$ cat src/rtl/wdt_pkg.sv
// Shared constants and types for the hardware watchdog block
package wdt_pkg;

	// ****************************************
	// Special function register map
	// ****************************************
	// Byte address of the refresh/flag register
	localparam logic [7:0] SFR_WDT_ADDR = 8'he8;
	// Field positions inside the register byte
	localparam int REFRESH_BIT = 7;
	localparam int RTC_FLAG_BIT = 1;
	localparam int XFER_FLAG_BIT = 0;
	// Reset value of every sticky flag
	localparam logic FLAG_RESET = 1'b0;
	// Read value for unmapped addresses and write-only bits
	localparam logic [7:0] SFR_IDLE_DATA = 8'h00;

	// ****************************************
	// Timing
	// ****************************************
	// System clock rate in hertz
	localparam int CLK_FREQ_HZ = 250000000;
	// Watchdog period in milliseconds
	localparam int WDT_TIMEOUT_MS = 1500;
	// Period in clock cycles, exact at this rate
	localparam int WDT_TIMEOUT_CYCLES = WDT_TIMEOUT_MS * (CLK_FREQ_HZ / 1000);
	// Counter width, enough for the full period
	localparam int CNT_W = 29;
	// Cycles the core stays in reset after a bite
	localparam logic [3:0] CORE_RST_CYCLES = 4'h8;
	localparam logic [3:0] HOLD_ZERO = 4'h0;

	// ****************************************
	// Types
	// ****************************************
	// Watchdog phase
	typedef enum logic {
		ST_COUNT,
		ST_HOLD
	} wd_state_e;

	// One access on the special function register port
	typedef struct packed {
		logic [7:0] addr;
		logic wr;
		logic rd;
		logic [7:0] wdata;
	} sfr_req_s;

endpackage

$ cat src/rtl/irq_flag_bit.sv
// One sticky interrupt flag with set-over-clear priority
`timescale 1ns/1ns
module irq_flag_bit
	import wdt_pkg::*;
(
	// Clock and reset
	input wire logic clk_in,
	input wire logic rst_n_in,
	// Controls
	input wire logic sync_clr_in,
	input wire logic set_in,
	input wire logic clr_in,
	// Flag state
	output logic flag_out
);

	// ****************************************
	// Flag storage
	// ****************************************
	// Set beats clear so an event is never lost
	always_ff @(posedge clk_in or negedge rst_n_in) begin
		if (!rst_n_in) begin
			flag_out <= FLAG_RESET;
		end else if (set_in) begin
			flag_out <= 1'b1;
		end else if (clr_in || sync_clr_in) begin
			flag_out <= FLAG_RESET;
		end
	end

endmodule

$ cat src/rtl/hw_watchdog_overflow_flag.sv
// Fixed-period hardware watchdog with overflow flag and irq flags
//
// Contract
// - Refresh by bit 7 write within 1.5 s
// - Overflow resets core like external reset
// - Overflow sets the watchdog overflow flag
// - Only external reset clears overflow flag
// - Fixed timeout, firmware cannot disable it
// - Refresh register sits at SFR address 0xE8
// - Same byte holds and clears irq flags
`timescale 1ns/1ns
module hw_watchdog_overflow_flag
	import wdt_pkg::*;
#(
	// Full period in cycles; shorten for simulation
	parameter int TIMEOUT_CYCLES = WDT_TIMEOUT_CYCLES
) (
	// Clock and external reset
	input wire logic sys_clk_in,
	input wire logic rst_n_in,
	// Special function register port
	input wire sfr_req_s sfr_req_in,
	output logic [7:0] sfr_rdata_out,
	// Interrupt events from the RTC and transfer logic
	input wire logic rtc_event_in,
	input wire logic transfer_event_in,
	// Flag state seen by firmware and interrupt logic
	output logic watchdog_overflow_flag_out,
	output logic rtc_irq_flag_out,
	output logic transfer_irq_flag_out,
	// Reset to the processor core
	output logic core_reset_n_out
);

	// ****************************************
	// Local constants
	// ****************************************
	// Last count before the watchdog bites
	localparam logic [CNT_W-1:0] TIMEOUT_LAST =
		CNT_W'(TIMEOUT_CYCLES - 1);
	localparam logic [CNT_W-1:0] CNT_ZERO = '0;
	localparam logic [CNT_W-1:0] CNT_ONE = CNT_W'(1);

	// ****************************************
	// Reset release synchroniser
	// ****************************************
	logic rst_meta_reg; // First stage, read only by second
	logic rst_n; // Released copy used everywhere

	// Assert at once, release after two clean edges
	always_ff @(posedge sys_clk_in or negedge rst_n_in) begin
		if (!rst_n_in) begin
			rst_meta_reg <= 1'b0;
			rst_n <= 1'b0;
		end else begin
			rst_meta_reg <= 1'b1;
			rst_n <= rst_meta_reg;
		end
	end

	// ****************************************
	// Register decode
	// ****************************************
	logic hit; // Access addresses the watchdog byte
	logic wr_hit; // Write to the watchdog byte
	logic refresh; // Firmware kicks the watchdog
	logic rtc_clr; // Firmware clears the RTC flag
	logic xfer_clr; // Firmware clears the transfer flag
	logic biting; // Core held in watchdog reset

	// Only the one documented address is decoded
	always_comb begin
		if (sfr_req_in.addr == SFR_WDT_ADDR) begin
			hit = 1'b1;
		end else begin
			hit = 1'b0;
		end
	end

	// Whole-byte writes assumed; each bit acts on its own
	assign wr_hit = hit && sfr_req_in.wr;
	// Kicks while the core is in reset are meaningless
	assign refresh = wr_hit && sfr_req_in.wdata[REFRESH_BIT] && !biting;
	// Writing a one clears, so a refresh byte of 0x80 keeps flags
	assign rtc_clr = wr_hit && sfr_req_in.wdata[RTC_FLAG_BIT];
	assign xfer_clr = wr_hit && sfr_req_in.wdata[XFER_FLAG_BIT];

	// ****************************************
	// Watchdog counter and state
	// ****************************************
	wd_state_e state_reg; // Counting or holding the core
	logic [CNT_W-1:0] count_reg; // Cycles since last kick
	logic [3:0] hold_reg; // Remaining core-reset cycles
	logic overflow; // Period ran out this cycle

	assign biting = (state_reg == ST_HOLD);
	// No enable term: nothing firmware writes can stop it
	assign overflow = !biting && !refresh && (count_reg == TIMEOUT_LAST);

	// Phase of the watchdog
	always_ff @(posedge sys_clk_in or negedge rst_n) begin
		if (!rst_n) begin
			state_reg <= ST_COUNT;
		end else begin
			case (state_reg)
				ST_COUNT: begin
					if (overflow) begin
						state_reg <= ST_HOLD;
					end
				end
				ST_HOLD: begin
					if (hold_reg == CNT_ONE[3:0]) begin
						state_reg <= ST_COUNT;
					end
				end
				default: begin
					state_reg <= ST_COUNT;
				end
			endcase
		end
	end

	// Period counter, restarts on kick and on any reset
	always_ff @(posedge sys_clk_in or negedge rst_n) begin
		if (!rst_n) begin
			count_reg <= CNT_ZERO;
		end else if (biting || overflow) begin
			count_reg <= CNT_ZERO;
		end else if (refresh) begin
			count_reg <= CNT_ZERO;
		end else begin
			count_reg <= count_reg + CNT_ONE;
		end
	end

	// Core-reset stretch so the core sees a clean pulse
	always_ff @(posedge sys_clk_in or negedge rst_n) begin
		if (!rst_n) begin
			hold_reg <= HOLD_ZERO;
		end else if (overflow) begin
			hold_reg <= CORE_RST_CYCLES;
		end else if (hold_reg != HOLD_ZERO) begin
			hold_reg <= hold_reg - 4'h1;
		end
	end

	// Same low level as the pin, so the core cannot tell them apart
	assign core_reset_n_out = rst_n && !biting;

	// ****************************************
	// Overflow flag
	// ****************************************
	// Cleared only by the external pin; a bite leaves it set
	always_ff @(posedge sys_clk_in or negedge rst_n) begin
		if (!rst_n) begin
			watchdog_overflow_flag_out <= FLAG_RESET;
		end else if (overflow) begin
			watchdog_overflow_flag_out <= 1'b1;
		end
	end

	// ****************************************
	// Interrupt flags sharing the byte
	// ****************************************
	// RTC event flag; the bite clears it like any core reset
	irq_flag_bit u_rtc_flag (
		.clk_in(sys_clk_in),
		.rst_n_in(rst_n),
		.sync_clr_in(biting),
		.set_in(rtc_event_in),
		.clr_in(rtc_clr),
		.flag_out(rtc_irq_flag_out)
	);

	// Transfer-complete event flag
	irq_flag_bit u_xfer_flag (
		.clk_in(sys_clk_in),
		.rst_n_in(rst_n),
		.sync_clr_in(biting),
		.set_in(transfer_event_in),
		.clr_in(xfer_clr),
		.flag_out(transfer_irq_flag_out)
	);

	// ****************************************
	// Read data
	// ****************************************
	// Registered read; refresh bit is write-only and reads zero
	always_ff @(posedge sys_clk_in or negedge rst_n) begin
		if (!rst_n) begin
			sfr_rdata_out <= SFR_IDLE_DATA;
		end else if (sfr_req_in.rd && hit) begin
			sfr_rdata_out <= SFR_IDLE_DATA;
			sfr_rdata_out[RTC_FLAG_BIT] <= rtc_irq_flag_out;
			sfr_rdata_out[XFER_FLAG_BIT] <= transfer_irq_flag_out;
		end else begin
			// Unmapped or idle cycles answer zero
			sfr_rdata_out <= SFR_IDLE_DATA;
		end
	end

	// ****************************************
	// Assertions
	// ****************************************
	// A kick restarts the period
	a_refresh_restart: assert property (
		@(posedge sys_clk_in) disable iff (!rst_n)
		refresh |=> (count_reg == CNT_ZERO) && !biting)
		else $error("kick did not restart the counter");

	// Running out of time enters reset
	a_overflow_bite: assert property (
		@(posedge sys_clk_in) disable iff (!rst_n)
		(!biting && !refresh && count_reg == TIMEOUT_LAST)
		|=> biting && watchdog_overflow_flag_out)
		else $error("timeout did not bite");

	// Core held low for exactly eight cycles
	a_core_reset_len: assert property (
		@(posedge sys_clk_in) disable iff (!rst_n)
		overflow |=> !core_reset_n_out [*8] ##1 core_reset_n_out)
		else $error("core reset pulse has wrong length");

	// Overflow flag follows a bite
	a_flag_set: assert property (
		@(posedge sys_clk_in) disable iff (!rst_n)
		$rose(biting) |-> watchdog_overflow_flag_out)
		else $error("overflow flag not set on bite");

	// Flag survives everything but the pin
	a_flag_sticky: assert property (
		@(posedge sys_clk_in) disable iff (!rst_n)
		watchdog_overflow_flag_out |=> watchdog_overflow_flag_out)
		else $error("overflow flag dropped without pin reset");

	// Counter keeps running without a kick
	a_no_disable: assert property (
		@(posedge sys_clk_in) disable iff (!rst_n)
		(!biting && !refresh && count_reg != TIMEOUT_LAST)
		|=> count_reg == $past(count_reg) + CNT_ONE)
		else $error("counter stalled without a kick");

	// Writes elsewhere do not kick
	a_addr_decode: assert property (
		@(posedge sys_clk_in) disable iff (!rst_n)
		(sfr_req_in.wr && sfr_req_in.addr != SFR_WDT_ADDR && !biting
		&& count_reg != TIMEOUT_LAST) |=> count_reg != CNT_ZERO)
		else $error("foreign address restarted the watchdog");

	// Event beats a clear in the same cycle
	a_irq_set_wins: assert property (
		@(posedge sys_clk_in) disable iff (!rst_n)
		rtc_event_in |=> rtc_irq_flag_out)
		else $error("rtc event lost");

	// Clear write drops the transfer flag
	a_irq_clear: assert property (
		@(posedge sys_clk_in) disable iff (!rst_n)
		(xfer_clr && !transfer_event_in) |=> !transfer_irq_flag_out)
		else $error("transfer flag not cleared by write");

	// Fresh full period after the bite ends
	a_restart_zero: assert property (
		@(posedge sys_clk_in) disable iff (!rst_n)
		$fell(biting) |-> count_reg == CNT_ZERO)
		else $error("counter not zero after watchdog reset");

endmodule

$ cat config.mk
export PLATFORM = sky130hd
export DESIGN_NAME = hw_watchdog_overflow_flag
export DESIGN_NICKNAME = d
export VERILOG_FILES = /design/src/rtl/wdt_pkg.sv /design/src/rtl/irq_flag_bit.sv /design/src/rtl/hw_watchdog_overflow_flag.sv
export SDC_FILE = /design/constraint.sdc
export NUM_CORES = 1
export LEC_CHECK = 0
export BUFFER_PORTS_ARGS = -buffer_cell sky130_fd_sc_hd__buf_2
export CELL_PAD_IN_SITES_DETAIL_PLACEMENT = 1
export CELL_PAD_IN_SITES_GLOBAL_PLACEMENT = 2
export CORE_ASPECT_RATIO = 0.75
export CORE_MARGIN = 4
export CORE_UTILIZATION = 25
export CTS_CLUSTER_DIAMETER = 50
export DETAILED_ROUTE_END_ITERATION = 8
export HOLD_SLACK_MARGIN = 0.1
export PLACE_DENSITY_LB_ADDON = 0.05
export SYNTH_ARGS = -nofsm -noshare
export SYNTH_HDL_FRONTEND = slang
export SYNTH_SLANG_ARGS = --single-unit
$ cat constraint.sdc
create_clock -name sys_clk_in -period 1.6 [get_ports sys_clk_in]
set_clock_uncertainty 0.05 [all_clocks]
set_input_delay 0.24 -clock sys_clk_in [delete_from_list [all_inputs] [get_ports sys_clk_in]]
set_output_delay 0.24 -clock sys_clk_in [all_outputs]
set_load 0.02 [all_outputs]
Word-level counts from Yosys, hierarchy flattened
Index checks and enable logic that the tools add are counted.
{ "classes": {"addsub": 2, "eq_ne": 3, "n_mux": 13, "bitwise": 1, "reduce_logical": 18} }
{ "ops": {"columns": ["op", "count"], "rows": [
  ["two-way mux 29 bit", 2],
  ["adder 29 x 1 -> 29 bit (second input constant)", 1],
  ["== test 29 bit (second input constant)", 1],
  ["logical AND 1 bit", 9],
  ["== test 8 bit (second input constant)", 1],
  ["two-way mux 4 bit", 2],
  ["two-way mux 1 bit", 7],
  ["nonzero test 2 bit", 3],
  ["== test 4 x 1 -> 1 bit (second input constant)", 1],
  ["nonzero test 4 bit", 1],
  ["subtractor 4 x 1 -> 4 bit (second input constant)", 1],
  ["logical OR 1 bit", 3],
  ["logical NOT 1 bit", 2],
  ["two-way mux 2 bit", 1],
  ["case mux 1 bit (2 select lines)", 1],
  ["inverter 1 bit", 1]
]} }
{ "word_totals": {"ff_bits": 41, "inputBits": 22, "out_inout_bits": 12, "wordCells": 46} }

Depth between registers and ports, before layout
Gate-level depths: netlist (run 1).
{ "logic_depth": {"word_depth": 10, "mapped_depth": 7, "depth_no_buf": 6} }

Cells and area by module
A second synthesis (run 1) with hierarchy kept.
{ "unflattened": {"cells_unflattened": 237, "hier_area_um2": 2268.4} }
{ "modules_own_cells": {"columns": ["mod", "n_inst", "cells_each", "area_each_um2", "seq_area_each_um2"], "rows": [
  ["hw_watchdog_overflow_flag", 1, 231, 2195.9, 975.9],
  ["irq_flag_bit", 2, 3, 36.3, 25.0]
]} }

Worst setup path after synthesis (run 1)
OpenSTA, ideal clock, no wires.
{ "synth_path": {"kind": "reg-to-reg", "start": "register count_reg[0]", "end": "register count_reg[10]", "setup_ns": 0.119, "arrival_ns": 1.966, "required_ns": 1.431, "path_slack_ns": -0.535, "path_stages_with_launch": 8, "n_path_buf": 2, "period_less_slack_ns": 2.135, "path_cell_list": "dfrtp_1 > ha_1 > nand3_2 > or4_2 > o21bai_1 > buf_2 > buf_4 > nor2_1"} }
{ "synth_via": {"elab_chain_len": 4, "elab_cells_between_ends": 6, "cone_classes": "1 x add/sub; 1 x eq/ne; 2 x mux; 2 x reduce/logical"} }
{ "synth_lines": {"columns": ["element", "line", "rtl"], "rows": [
  ["from (decl)", "hw_watchdog_overflow_flag.sv:92", "logic [CNT_W-1:0] count_reg;"],
  ["from (signal assigned)", "hw_watchdog_overflow_flag.sv:132", "count_reg <= count_reg + CNT_ONE;"],
  ["branches (longest 3 deep; another with adder 29 x 1 -> 29 bit)", null, null],
  ["two-way mux 29 bit (*)", "hw_watchdog_overflow_flag.sv:127", "end else if (biting || overflow) begin"]
]} }
Every way passes the cells marked *.
A chain may end at the register's enable or synchronous reset.

Final worst setup path (run 1)
{ "layout_path": {"start": "register count_reg[0]", "end": "register count_reg[28]"} }
The elaborated chain is that of the path after synthesis.

==> results.sh, run 1 <==
export IMPL_leakage_nw=1.27
export IMPL_ant_nets=0
export IMPL_syn_avg_cell_area_um2=9.63
export IMPL_rsz0062_at_grt="true"
export IMPL_cpMostUsedCell="or4_4"
export IMPL_netlist_area_leader_share_pct=48.9
export IMPL_path_cells="ha_4 -> nand3_4 -> or4_4 -> or4_4 -> a21oi_2"
export IMPL_fin_ws_ps=-389
export IMPL_gr_total_overflow=0
export IMPL_synth_area_um2=2100
export IMPL_cts_buffers=5
export IMPL_hold_end="sfr_rdata_out[0]"
export IMPL_cp_start_kind="flip-flop"
export IMPL_drv_slew=0
export IMPL_dr_total_vias=1845
export IMPL_root_buffer="clkbuf_8"
export IMPL_criticalPathCategory="reg -> reg"
export IMPL_largest_reg_flops=29
export IMPL_clock_latency_ps=300
export IMPL_synthArstFlopShare_pct=100
export IMPL_num_rows=28
export IMPL_finalNetCount=323
export IMPL_yosysSeqAreaShare_pct=48.9
export IMPL_die_area_um2=9940
export IMPL_drv_cap=0
export IMPL_final_util_pct=36.7
export IMPL_period_share_pct=124
export IMPL_drc_errors=0
export IMPL_worst_ep_required_time_ps=1780
export IMPL_pre_cts_ws_ps=-444
export IMPL_fmax_ghz=0.503
export IMPL_drt_initial_drc_count=28
export IMPL_vdd_drop_max_uv=464
export IMPL_grt_util_met2_pct=17.6
export IMPL_final_area_um2=2950
export IMPL_grt_max_degree=40
export IMPL_yosysWarningCount=0
export IMPL_top_usage_layer="met1"
export IMPL_hold_depth=2
export IMPL_core_area_um2=8020
export IMPL_status="finished with violations"
export IMPL_dp_cells=390
export IMPL_avgRoutedWirePerCell_um=15.5
export IMPL_grt_pass1_vias=1854
export IMPL_pin_count=34
export IMPL_cts_buffer_depth=2
export IMPL_hpwl_um=4350
export IMPL_path_clk_slew_ps=80
export IMPL_cts_sinks=41
export IMPL_rrSetupSlack_ps=-390
export IMPL_place_port_buffers=22
export IMPL_wl_um=6260
export IMPL_violations="setup timing"
export IMPL_r2r_start="count_reg[0]"
export IMPL_grt_pass1_wl_um=9940
export IMPL_min_path_type="in -> reg"
export IMPL_fp_dieW_um=114
export IMPL_multi_input_area_um2=1060
export IMPL_fillers=935
export IMPL_cp_slowest_stage_delay_ps=600
export IMPL_final_cell_mix="buf_4, dfrtp_1, nor2_1"
export IMPL_synth_edf_count=0
export IMPL_dpl_cell_area_um2=2730
export IMPL_seq_area_um2=1030
export IMPL_cts_tree="built"
export IMPL_cp_max_fo=8
export IMPL_synth_top_cell_by_area="dfrtp_1"
export IMPL_layout_drive_gt1_share_pct=37.1
export IMPL_synth_flop_cell="dfrtp_1"
export IMPL_die_h_um=87.3
export IMPL_fin_tns_setup_ps=-10870
export IMPL_startpoint="count_reg[0]"
export IMPL_worstPathArrival_ps=2170
export IMPL_area_growth_synth_to_final_pct=40.5
export IMPL_hold_viol_final=0
export IMPL_netlist_cell_type_count=42
export IMPL_ys_seq_elements=41
export IMPL_p_per_area_nw_per_um2=966
export IMPL_syn_inst=218
export IMPL_gp_congestion=0.721
export IMPL_antenna_found_initial=0
export IMPL_maxSlewHeadroom_pct=64.7
export IMPL_synth_top_cells_by_area="dfrtp_1, xnor2_1, nor2_1"
export IMPL_via_per_inst=4.57
export IMPL_post_layout_nonfiller_instances=404
export IMPL_hold_slack_ps=135
export IMPL_setup_viol=35
export IMPL_reg2regPathDepth=5
export IMPL_use_met3_pct=3.54
export IMPL_ctsHtreeMaxLevel=2
export IMPL_final_common_cell="buf_4"
export IMPL_n_antenna_cell=0
export IMPL_start_util_pct=26.2
export IMPL_hold_start="sfr_req_in[8]"
export IMPL_use_met1_pct=19.5
export IMPL_period_needed_ps=1990
export IMPL_cpMaxStageDelayCell="or4_4"
export IMPL_worstMarginPinSlew_ps=529
export IMPL_finalPower_mw=2.85
export IMPL_firstDrtPassIters=4
export IMPL_regToRegEndpoint="count_reg[28]"
export IMPL_grt_usage_pct=12.9
export IMPL_end_kind="flip-flop"
worst max-delay path by stage:
stage,depth (start not counted),end
after global placement,5,count_reg[28]
after floorplan,6,count_reg[28]
after global routing,4,count_reg[28]
after detailed placement,5,count_reg[28]
after CTS,5,count_reg[28]
final,5,count_reg[28]
power breakdown:
part	switching [mW]	leakage [nW]	internal [mW]
registers	0.139	0.530	1.19
logic	0.355	0.694	0.427
clock network	0.388	0.0455	0.353
routing by layer:
layer / vias to the layer above / wire length, um / part of all wire (%)
li1: 929 / - / -
met5: - / 0 / 0
met3: 6 / 154 / 2.5
met2: 14 / 2650 / 42
met4: 0 / 69 / 1.1
met1: 896 / 3380 / 54
synthesized netlist by cell type, drive strengths merged (2+ instances only):
master	instances
dfrtp	41
nor2	26
xnor2	14
a21oi	13
nand2	13
buf	10
nand3	10
nand4	10
inv	9
or4	8
nor3	6
nor4	6
o31ai	6
or3	6
a31o	4
and3	4
clkbuf	4
o21ai	4
ha	3
and4	2
conb	2
nand2b	2
or2	2
xor2	2
what timing repair did:
action                                 in CTS  in global routing
endpoints found under the hold margin       4                  0
setup buffers                               0                  1
setup endpoints to repair                  35                 35
hold buffers                                3                  0
gates cloned                                0                  2
gates resized for setup                     7                  5
pin swaps                                   2                  4
layout make-up:
cell class	instances	area share, %
inverter	9	1.15
timing repair buffer	82	20.5
clock buffer	8	3.06
sequential	41	34.9
multi-input combinational	159	35.9
tap	105	4.46
kinds of logic after synthesis:
kind of cell               count (synthesis)  share of synthesized area, %
AOI/OAI and AO/OA                         32                          10.1
buffers and inverters                     23                          5.55
muxes                                      1                         0.537
xor gates and xnor gates                  16                          6.68
and+or+nand+nor                          100                          26.1
other                                      2                         0.358
adders and majority gates                  3                          1.79
DFF                                       41                          48.9
critical path: cells and delay by family (launching register included):
| family | cells | cell delay, ps |
|---|---|---|
| AOI/OAI and AO/OA | 1 | 130 |
| adders and majority gates | 1 | 160 |
| and+or+nand+nor | 3 | 1180 |
| DFF | 1 | 400 |
No activity file was read; power rests on OpenSTA's default activity.
==> run 2, diff against run 1 <==
CAP_MARGIN = 25   (was unset)
CORE_MARGIN = 2   (was 4)
TNS_END_PERCENT = 1   (was unset)
==> results.sh, run 2 (same netlist as run 1, synthesis figures left out) <==
export IMPL_status="finished with violations"
export IMPL_violations="setup timing"
export IMPL_final_cell_mix="buf_4, dfrtp_1, nor2_1"
export IMPL_setup_viol=35
export IMPL_ctsHtreeMaxLevel=2
export IMPL_regToRegEndpoint="count_reg[23]"
export IMPL_cts_buffer_depth=2
export IMPL_hold_viol_final=0
export IMPL_multi_input_area_um2=1020
export IMPL_leakage_nw=1.29
export IMPL_drv_slew=0
export IMPL_via_per_inst=4.51
export IMPL_worstPathArrival_ps=2080
export IMPL_rsz0062_at_grt="true"
export IMPL_hold_start="sfr_req_in[8]"
export IMPL_p_clk_share_pct=25.9
export IMPL_worstMarginPinSlew_ps=529
export IMPL_layout_drive_gt1_share_pct=33.7
export IMPL_finalNetCount=321
export IMPL_pin_count=34
export IMPL_num_rows=28
export IMPL_grt_pass1_wl_um=10100
export IMPL_switching_share_pct=30.9
export IMPL_root_buffer="clkbuf_8"
export IMPL_internal_power_mw=1.96
export IMPL_maxSlewHeadroom_pct=64.8
export IMPL_finalPower_mw=2.84
export IMPL_criticalPathCategory="reg -> reg"
export IMPL_grt_pass1_vias=1959
export IMPL_cts_buffers=5
export IMPL_cp_max_fo=14
export IMPL_grt_max_degree=40
export IMPL_min_path_type="in -> reg"
export IMPL_firstDrtPassIters=4
export IMPL_rrSetupSlack_ps=-340
export IMPL_hold_depth=2
export IMPL_p_switching_uw=876
export IMPL_seq_area_um2=1030
export IMPL_hold_end="sfr_rdata_out[1]"
export IMPL_power_frac_seq_pct=46.2
export IMPL_n_antenna_cell=0
export IMPL_drv_cap=0
export IMPL_path_clk_slew_ps=80
export IMPL_gr_total_overflow=0
export IMPL_antenna_found_initial=0
export IMPL_pwr_share_comb_pct=27.9
export IMPL_wl_um=5940
export IMPL_grt_usage_pct=14.5
export IMPL_gp_congestion=0.714
export IMPL_period_share_pct=121
export IMPL_worst_ep_required_time_ps=1730
export IMPL_final_common_cell="buf_4"
export IMPL_p_per_area_nw_per_um2=973
export IMPL_reg2regPathDepth=8
export IMPL_r2r_start="count_reg[1]"
export IMPL_period_needed_ps=1940
export IMPL_fin_ws_ps=-344
export IMPL_die_h_um=83.3
export IMPL_drt_initial_drc_count=53
export IMPL_vdd_drop_max_uv=452
export IMPL_dr_total_vias=1813
export IMPL_area_growth_synth_to_final_pct=39.1
export IMPL_cts_sinks=41
export IMPL_avgRoutedWirePerCell_um=14.8
export IMPL_place_port_buffers=22
export IMPL_fillers=941
export IMPL_end_kind="flip-flop"
export IMPL_cts_tree="built"
export IMPL_die_area_um2=9150
export IMPL_hpwl_um=4180
export IMPL_pre_cts_ws_ps=-414
export IMPL_clock_latency_ps=310
export IMPL_fp_dieW_um=110
export IMPL_start_util_pct=26.2
export IMPL_ant_nets=0
export IMPL_drc_errors=0
export IMPL_fmax_ghz=0.514
export IMPL_core_area_um2=8020
export IMPL_cp_start_kind="flip-flop"
export IMPL_largest_reg_flops=29
[run 2: metal layers]
metal / part of all wire, % / up-vias / global-route usage [%]
li1: - / 919 / -
met1: 54 / 870 / 21.5
met2: 42 / 16 / 20.2
met3: 2.3 / 8 / 3.53
met4: 1.4 / 0 / 4.83
met5: 0 / - / 0
[run 2: layout make-up]
| class | instances | area share [%] |
|---|---|---|
| sequential | 41 | 35.2 |
| timing repair buffer | 80 | 21.1 |
| inverter | 9 | 1.16 |
| tap | 105 | 4.50 |
| multi-input combinational | 159 | 34.9 |
| clock buffer | 8 | 3.09 |
[run 2: worst max-delay path, cell delays in order, from the launching register on]
cell,delay (ps)
dfrtp_1,390
ha_4,160
nand3_4,70
buf_4,170
or4_4,460
o21bai_4,190
buf_6,140
buf_16,140
a21oi_1,50
[run 2: metrics by stage]
stage | setup TNS (ps) | instances | utilization [%] | area, um^2 | hold WS (ps)
detailed placement | -13560 | 386 | 33.5 | 2690 | -18.6
finish | -10870 | 402 | 36.4 | 2920 | 139
CTS | -10960 | 402 | 36.4 | 2920 | 108
global route | -13440 | 402 | 36.4 | 2920 | 132
floorplan | -8000 | 223 | - | 2150 | -106
global placement | -12220 | 386 | 33.5 | 2690 | -23.6
[run 2: power groups by stage]
stage | sequential [mW] | clock, mW | combinational (mW)
floorplan | 1.35 | 0 | 0.453
global placement | 1.33 | 0 | 0.775
detailed placement | 1.33 | 0 | 0.792
CTS | 1.31 | 0.773 | 0.808
global route | 1.33 | 0.816 | 0.916
finish | 1.31 | 0.735 | 0.792
[run 2: worst max-delay path by stage]
stage | slack (ps) | cells past startpoint | startpoint | endpoint
after global routing | -420 | 5 | count_reg[1] | count_reg[28]
after floorplan | -400 | 6 | count_reg[0] | count_reg[28]
final | -340 | 8 | count_reg[1] | count_reg[23]
after global placement | -380 | 5 | count_reg[1] | count_reg[28]
after detailed placement | -410 | 5 | count_reg[1] | count_reg[28]
after CTS | -340 | 5 | count_reg[1] | count_reg[28]
[run 2: what timing repair did]
action,CTS,global route
gates resized for setup,8,0
cloned,2,0
pin swaps,3,0
endpoints found under the hold margin,4,0
endpoints found under the setup margin,35,35
hold buffers,3,0
buffers inserted,3,0
